[src/design/bnvp_pkg.sv]
// package of constants and types for the bytewide nv ram port controller
// Behaviour
// RQ1 - memory captures 15-bit address at select falling edge
// RQ2 - memory ignores address changes after select falls until next fall
// RQ3 - memory uses 8-bit bidirectional bus, undriven while output enable high
// RQ4 - output enable only gates data drivers, not cycle type
// RQ5 - controller makes a fresh select falling edge for every cycle
// RQ6 - memory completes the full internal cycle once started
// RQ7 - read data valid only 70 ns after select falls
// RQ8 - early output enable leaves bus undriven until data valid
// RQ9 - controller changes address only after address hold time
// RQ10 - strobe low at select fall starts a write cycle
// RQ11 - select-controlled write never has memory drive the bus
// RQ12 - strobe falling after select starts as read, then writes bus
// RQ13 - write access ends at first rising edge of strobe or select
// RQ14 - controller holds write data stable for set-up before write end
// RQ15 - read and write cycles both take 140 ns, equal access times; the controller's shortest read cycle is 200 ns, write cycle 180 ns
// RQ16 - writes finish in bus cycle, next access may follow at once
// RQ17 - select high starts precharge; each cycle is access plus precharge
// RQ18 - controller keeps select high for minimum precharge before next cycle
// RQ19 - controller never holds select low beyond maximum active time
// RQ20 - minimum precharge with select high is 70 ns
// RQ21 - select low at least 70 ns, at most 2000 ns per cycle
// RQ22 - memory idles, bus undriven, no array access while select high
package bnvp_pkg;
  localparam int ADDR_W      = 15;
  localparam int DATA_W      = 8;
  localparam int CLK_PERIOD_NS = 20;
  localparam int T_ACCESS_NS = 70;   // select low to data valid, also min low
  localparam int T_PRECH_NS  = 70;   // minimum select high
  localparam int T_CYCLE_NS  = 140;
  localparam int T_AHOLD_NS  = 15;   // address hold after select fall
  localparam int T_DSETUP_NS = 40;   // data set-up before write end
  localparam int T_WPULSE_NS = 40;   // write strobe pulse width
  localparam int T_CAMAX_NS  = 2000; // maximum select low
  // least times round up, longest time rounds down
  localparam int ACC_CYC   = (T_ACCESS_NS + CLK_PERIOD_NS - 1) / CLK_PERIOD_NS;
  localparam int PRE_CYC   = (T_PRECH_NS + CLK_PERIOD_NS - 1) / CLK_PERIOD_NS;
  localparam int HOLD_CYC  = (T_AHOLD_NS + CLK_PERIOD_NS - 1) / CLK_PERIOD_NS;
  localparam int WP_CYC    = (T_WPULSE_NS + CLK_PERIOD_NS - 1) / CLK_PERIOD_NS;
  localparam int DS_CYC    = (T_DSETUP_NS + CLK_PERIOD_NS - 1) / CLK_PERIOD_NS;
  localparam int CAMAX_CYC = T_CAMAX_NS / CLK_PERIOD_NS;
  localparam int CNT_W     = 8;
  localparam logic [DATA_W-1:0] DATA_RST = 8'h00;
  localparam logic [ADDR_W-1:0] ADDR_RST = 15'h0000;

  // request from the user side
  typedef struct packed {
    logic              wr;
    logic [ADDR_W-1:0] addr;
    logic [DATA_W-1:0] wdata;
  } bnvp_req_t;

  // memory pins driven by the controller
  typedef struct packed {
    logic              sel_n;
    logic              oe_n;
    logic              we_n;
    logic [ADDR_W-1:0] byte_location_in;
  } bnvp_pins_t;

  typedef enum logic [2:0] {
    BNVP_IDLE   = 3'b000,
    BNVP_ACCESS = 3'b001,
    BNVP_WRITE  = 3'b010,
    BNVP_PRECH  = 3'b011
  } bnvp_state_t;

  // cycles the select must stay low: access time plus one cycle for a read, or strobe window for a write
  function automatic logic [CNT_W-1:0] bnvp_low_cycles(input logic wr);
    int n;
    n = wr ? ((WP_CYC > DS_CYC ? WP_CYC : DS_CYC) + HOLD_CYC) : ACC_CYC + 1;
    if (n < ACC_CYC) n = ACC_CYC;
    if (n > CAMAX_CYC) n = CAMAX_CYC;
    return n[CNT_W-1:0];
  endfunction : bnvp_low_cycles
endpackage : bnvp_pkg

[src/design/bnvp_ctrl.sv]
// controller driving a bytewide nv ram port from a simple request port
`timescale 1ns/1ps
module bnvp_ctrl
  import bnvp_pkg::*;
(
  input  wire logic              sys_clk,
  input  wire logic              reset_n,
  input  wire logic              req_valid,
  input  wire bnvp_req_t         req,
  output logic                   req_ready,
  output logic                   rsp_valid,
  output logic [DATA_W-1:0]      rsp_rdata,
  output bnvp_pins_t             pins,
  output logic [DATA_W-1:0]      byte_bus_out,
  output logic                   byte_bus_oe,
  input  wire logic [DATA_W-1:0] byte_bus_in
);
  bnvp_state_t       state_r, state_nxt;
  logic [CNT_W-1:0]  cnt_r, cnt_nxt;
  logic              wr_r, wr_nxt;
  logic              ready_r, ready_nxt;
  logic              rv_r, rv_nxt;
  logic [DATA_W-1:0] rd_r, rd_nxt;
  bnvp_pins_t        pins_r, pins_nxt;
  logic [DATA_W-1:0] dout_r, dout_nxt;
  logic              doe_r, doe_nxt;

  // next-state logic of the access sequencer
  always_comb begin
    state_nxt = state_r;
    cnt_nxt   = cnt_r;
    wr_nxt    = wr_r;
    ready_nxt = ready_r;
    rv_nxt    = 1'b0;
    rd_nxt    = rd_r;
    pins_nxt  = pins_r;
    dout_nxt  = dout_r;
    doe_nxt   = doe_r;
    case (state_r)
      BNVP_IDLE: begin
        if (req_valid && ready_r) begin
          // new cycle always begins with a fresh select fall
          pins_nxt.sel_n = 1'b0;                         // RQ5
          pins_nxt.byte_location_in = req.addr;          // RQ1
          wr_nxt    = req.wr;
          ready_nxt = 1'b0;
          // select-controlled write: strobe low in the same cycle select falls
          pins_nxt.we_n = ~req.wr;                       // RQ10
          pins_nxt.oe_n = req.wr;                        // RQ4
          dout_nxt  = req.wdata;                         // RQ14
          doe_nxt   = req.wr;                            // RQ11
          cnt_nxt   = bnvp_low_cycles(req.wr);           // RQ21
          state_nxt = BNVP_ACCESS;
        end
      end
      BNVP_ACCESS: begin
        // address held on pins through the whole low phase
        if (cnt_r > 8'h01) begin                          // RQ9
          cnt_nxt = cnt_r - 8'h01;                        // RQ19
        end else begin
          // select and strobe rise together, ending write access
          pins_nxt.sel_n = 1'b1;                          // RQ13
          pins_nxt.we_n  = 1'b1;
          pins_nxt.oe_n  = 1'b1;
          if (!wr_r) begin
            rd_nxt = byte_bus_in;                         // RQ7
            rv_nxt = 1'b1;
          end
          cnt_nxt   = PRE_CYC[CNT_W-1:0];                 // RQ18
          state_nxt = BNVP_PRECH;
        end
      end
      BNVP_PRECH: begin
        // keep driving write data one cycle past select rise (hold)
        doe_nxt = 1'b0;                                   // RQ22
        if (cnt_r > 8'h01) begin
          cnt_nxt = cnt_r - 8'h01;                        // RQ20
        end else begin
          ready_nxt = 1'b1;                               // RQ15 RQ16
          state_nxt = BNVP_IDLE;                          // RQ17
        end
      end
      default: begin
        state_nxt = BNVP_IDLE;
        ready_nxt = 1'b1;
      end
    endcase
  end

  // registers of the sequencer and pins
  always_ff @(posedge sys_clk or negedge reset_n) begin
    if (!reset_n) begin
      state_r <= BNVP_IDLE;
      cnt_r   <= '0;
      wr_r    <= 1'b0;
      ready_r <= 1'b1;
      rv_r    <= 1'b0;
      rd_r    <= DATA_RST;
      pins_r  <= '{sel_n: 1'b1, oe_n: 1'b1, we_n: 1'b1,
                   byte_location_in: ADDR_RST};
      dout_r  <= DATA_RST;
      doe_r   <= 1'b0;
    end else begin
      state_r <= state_nxt;
      cnt_r   <= cnt_nxt;
      wr_r    <= wr_nxt;
      ready_r <= ready_nxt;
      rv_r    <= rv_nxt;
      rd_r    <= rd_nxt;
      pins_r  <= pins_nxt;
      dout_r  <= dout_nxt;
      doe_r   <= doe_nxt;
    end
  end

  // outputs straight from flip-flops
  assign req_ready    = ready_r;
  assign rsp_valid    = rv_r;
  assign rsp_rdata    = rd_r;
  assign pins         = pins_r;
  assign byte_bus_out = dout_r;
  assign byte_bus_oe  = doe_r;                            // RQ3
endmodule : bnvp_ctrl

[config.mk]
export PLATFORM = sky130hd
export DESIGN_NAME = bnvp_ctrl
export DESIGN_NICKNAME = d
export VERILOG_FILES = /design/src/design/bnvp_pkg.sv /design/src/design/bnvp_ctrl.sv
export SDC_FILE = /design/constraint.sdc
export NUM_CORES = 1
export LEC_CHECK = 0
export ABC_AREA = 0
export BUFFER_PORTS_ARGS = -buffer_cell sky130_fd_sc_hd__buf_2
export CORE_MARGIN = 2
export CORE_UTILIZATION = 49
export CTS_CLUSTER_DIAMETER = 120
export DETAILED_ROUTE_END_ITERATION = 10
export GPL_TIMING_DRIVEN = 0
export PLACE_DENSITY = 0.85
export SYNTH_ARGS = -nofsm -noshare
export SYNTH_HDL_FRONTEND = slang
export SYNTH_SLANG_ARGS = --single-unit
[constraint.sdc]
create_clock -name sys_clk -period 2.4 [get_ports sys_clk]
set_clock_uncertainty 0.1 [all_clocks]
set_input_delay 0.24 -clock sys_clk [delete_from_list [all_inputs] [get_ports sys_clk]]
set_output_delay 0.24 -clock sys_clk [all_outputs]
set_load 0.01 [all_outputs]
; ---- Word-level counts from Yosys, hierarchy flattened
; Index checks and enable logic that the tools add are counted.
[classes]
n_addsub = 1
n_reduce_logical = 12
eq_ne = 6
bitwise_logic = 4
mux = 24
n_lt_le_gt_ge = 3
[op_table]
columns = op, count
row1 = $mux W32, 2
row2 = $gt A32 B8 Y1 const B, 1
row3 = $mux W8, 4
row4 = $pmux W8 S3, 1
row5 = $mux W18, 1
row6 = $mux W3, 6
row7 = $reduce_and A3 Y1, 5
row8 = $pmux W3 S3, 1
row9 = $gt A8 B1 Y1 const B, 1
row10 = $ne A2 B2 Y1 const B, 4
row11 = $sub A8 B1 Y8 const B, 1
row12 = $mux W1, 6
row13 = $pmux W3 S2, 1
row14 = $not A1 Y1, 4
row15 = $reduce_and A2 Y1, 2
row16 = $reduce_bool A2 Y1, 2
row17 = $eq A3 B1 Y1 const B, 1
row18 = $eq A3 B2 Y1 const B, 1
row19 = $logic_not A3 Y1, 1
row20 = $lt A3 B3 Y1 const B, 1
row21 = $pmux W1 S3, 1
row22 = $reduce_bool A3 Y1, 1
row23 = $pmux W1 S2, 1
row24 = $logic_and A1 B1 Y1, 1
[totals]
out_inout_bits = 37
reg_bits = 49
input_bits = 35

; ---- Longest topological paths before layout
[depth]
ltp_word = 9
depth_mapped = 6
mapped_depth_nobuf = 6

; ---- Worst setup path before layout
; Ideal clock, no wire load.
[synth_path]
kind = reg-to-reg
from = register cnt_r[0]
to = register cnt_r[6]
setup_slack_ns = 0.401
n_path_buf = 0
synth_period_minus_slack_ns = 1.999
path_stages_with_launch = 7
arrival_ns = 1.821
setup_ns = 0.077
path_cell_list = dfrtp_1 > inv_1 > ha_1 > nor2_2 > o32ai_1 > or4_2 > a21oi_1
[synth_via]
elab_chain_cells = 3
elab_cells_between_ends = 7
[synth_rtl]
columns = item, line_no
row1 = start: declaration, bnvp_ctrl.sv:19  ; logic [CNT_W-1:0] cnt_r, cnt_nxt;
row2 = start signal: assignment, bnvp_ctrl.sv:105  ; cnt_r <= cnt_nxt;
row3 = $sub A8 B1 Y8 or $gt A8 B1 Y1 (tied branches), --
row4 = "$mux W8, or another cell as far along", bnvp_ctrl.sv:76  ; if (cnt_r > 8'h01) begin
row5 = $pmux W8 S3 or $reduce_and A3 Y1 (tied branches), --
; Parallel ways exist; a longest one is shown, timed or not. The select of a mux whose other input is x is not followed.
; A chain may end at the register's enable or synchronous reset.

; ---- Worst setup path after layout
; Ends and elaborated chain as after synthesis.

==> summary.txt <==
Logic synthesis
  – Synth Area in Adders: 1.20%
  – Post-Synth Simple-Gate Area: 10.6%
  – Compound-cell area share of the yosys netlist: 9.83%
  – Share of the synthesized area in the top cell type: 52.8%
  – Synth Flop Type: dfrtp_1
  – Async set or reset register ratio after synthesis: 100%
  – Syn Nets: 189
  – Warnings from Yosys: 0
  – Syn avg cell area: 13.7 sq um
  – Proportion of synthesized area in mux cells: 17.3%
  – Largest family of logic cells by synthesized area: multiplexers
  – Post-synthesis cell area: 2090 sq um
  – Gate Count Post-Synth: 152
  – Area leader, netlist: dfrtp_1
  – Netlist cell types: 44
  – FF+latch count, synth: 48
  – Seq/Total Area, Yosys: 57.8%
  – Synth top area cells: dfrtp_1, mux2_2, dfstp_2, o41ai_4, a21oi_1
  – Post-synth EDFFs: 0
  – Post-synthesis xor/xnor area fraction: 0.839%

Final layout
  – Layout cells sized above 1: 55.2%
  – Ant. Diodes: 0
  – Synth-to-layout area growth: 26.3%
  – Commonest non-fill, non-tap cell in the layout: buf_2
  – Most frequent cells in the layout: buf_2, dfrtp_1, mux2_2
  – Fillers: 315
  – Register Area: 1210 sq um
  – Final net count: 268
  – Multi-input logic area: 830 sq um
  – Post-route cell area: 2640 sq um
  – Non-filler instance count after layout: 282

Critical path
  – CP arrival: 2.35 ns
  – Crit. Startpoint: cnt_r[0]
  – RR Startpoint: cnt_r[0]
  – Crit path max fanout: 6
  – R2R Setup Slk: 0.17 ns
  – CP Launch Type: register
  – Crit Path Class: reg2reg
  – Critical Path RT: 2.53 ns
  – Crit. End Element: register

Clock tree
  – # resized after CTS: 0
  – Clock Latency Late Sink: 0.30 ns
  – CTS tree: yes
  – CTS max path bufs: 2
  – Num CTS Buffers: 5
  – Hold buffer count at CTS: 1
  – Reg clk slew, reported paths: 0.09 ns
  – Root Buffer: clkbuf_8
  – Post-CTS Setup Repair Bufs: 0
  – H-tree depth: 2
  – Clk sinks: 48

Timing
  – Least-Margin Pin Slew: 0.996 ns
  – Final period util: 92.8%
  – Setup tns final: 0 ns
  – Final hold violations: 0
  – Slew margin rel.: 33.6%
  – Fmax: 449 MHz
  – Fin crit period: 2.23 ns
  – Max Slew Vio Count: 0
  – RSZ-0062 raised after global routing: no
  – Final Setup Violations: 0
  – PnR worst setup slack: 0.174 ns

Power and ir drop
  – Pwr dens: 1360 nW/um^2
  – Max VDD drop: 0.800 mV
  – Leak pwr: 1.26 nW
  – Overall power: 3.60 mW

Die
  – FP Rows: 23
  – Starting Density: 51.4%
  – Core outline area: 4060 sq um
  – DIE WIDTH: 69.3 um
  – I/O pin total: 72
  – Die Ht: 69.3 um
  – Die area: 4800 sq um

GRT
  – M1 GR Usage: 23.2%
  – First-pass GRT wire length: 7290 um
  – Largest net degree at the start of global routing: 49
  – Vias in the first global route: 1575
  – Grt ovf: 0
  – M3 GR Usage: 7.12%
  – Top Usage Layer GRT: met2
  – Initial antenna violation count: 0
  – M2 GR Usage: 31.7%
  – Overall routing resource usage: 19.0%

Placed design
  – Detail Placement HPWL: 3200 um
  – Cell Area, Placed: 2500 sq um
  – GPL Wtd Cong: 0.848
  – Dpl ws: 0.181 ns
  – Inst Count DP: 273
  – Buffers added on ports: 71

Drt
  – WL per Instance: 15.0 um
  – Final WL: 4220 um
  – DRT antenna net count: 0
  – Length of the first detailed-routing pass in iterations: 4
  – Vias/cell: 5.33
  – DR DRC count: 0
  – Vias: 1503
  – Initial DRC Count: 67

Worst hold path
  – Hold crit path type: in2async

Flow run
  – Max_cap viols: 0

Status
  – Outcome: finished, final reports clean
synth_stat cells (3+ instances only):
cell	number
a21oi_1	5
dfrtp_1	44
dfstp_2	4
inv_1	5
mux2_2	32
nand2_1	4
nand3_1	3
nor2_1	4
nor3_1	3
o21ai_0	4
kinds of logic after synthesis:
| logic type | after synthesis |
|---|---|
| flip-flops | 48 |
| multiplexers | 32 |
| AND/OR/NAND/NOR | 32 |
| AO/OA/AOI/OAI | 26 |
| buffers and inverters | 10 |
| XOR/XNOR | 2 |
| adder cells (fa/ha/maj) | 2 |
flip-flops by register name (all words and copies together) (netlist names):
signal        flops
req_ready         1
byte_bus_oe       1
byte_bus_out      8
wr_r              1
cnt_r             8
rsp_valid         1
state_r           2
rsp_rdata         8
pins             18
power breakdown:
part           internal, mW  leakage [nW]  switching (mW)
combinational         0.758         0.621           0.782
clock                 0.341        0.0614           0.267
sequential             1.21         0.578           0.238
layout make-up:
type,instances,share of cell area (%)
tap,50,2.37
clock inverter,2,1.47
inverter,5,0.712
buffer,5,1.23
timing repair buffer,72,13.9
multi-input combinational,94,31.5
clock buffer,6,3.13
sequential,48,45.8
critical path, stage by stage, from the launching register on:
cell and delay (ns):
dfrtp_1 0.39, inv_1 0.09, ha_1 0.27, nor2_2 0.26
o32ai_1 0.22, or4_2 0.65, a21oi_1 0.18
path summary, 6_finish.rpt:
path,depth (start not counted),endpoint
min reg2reg,1,pins[15]
max reg2reg,6,cnt_r[6]
min,1,rsp_valid
max,6,cnt_r[6]
max in group asynchronous,1,state_r[1]
min in group sys_clk,2,rsp_rdata[4]
metrics by stage:
stage,hold WS [ns],util (%)
6_report,0.00232,65.0
5_1_grt,0.0484,65.0
4_1_cts,0.0510,65.0
3_5_place_dp,0.314,61.7
3_3_place_gp,0.308,61.7
2_1_floorplan,-0.156,-
routing by layer:
| metal | share of wire [%] | vias up |
|---|---|---|
| met4 | 1.5 | 0 |
| met3 | 7.1 | 10 |
| li1 | - | 715 |
| met1 | 41 | 716 |
| met2 | 50 | 62 |
| met5 | 0 | - |
Note: power is estimated with default switching activity, not from simulation.
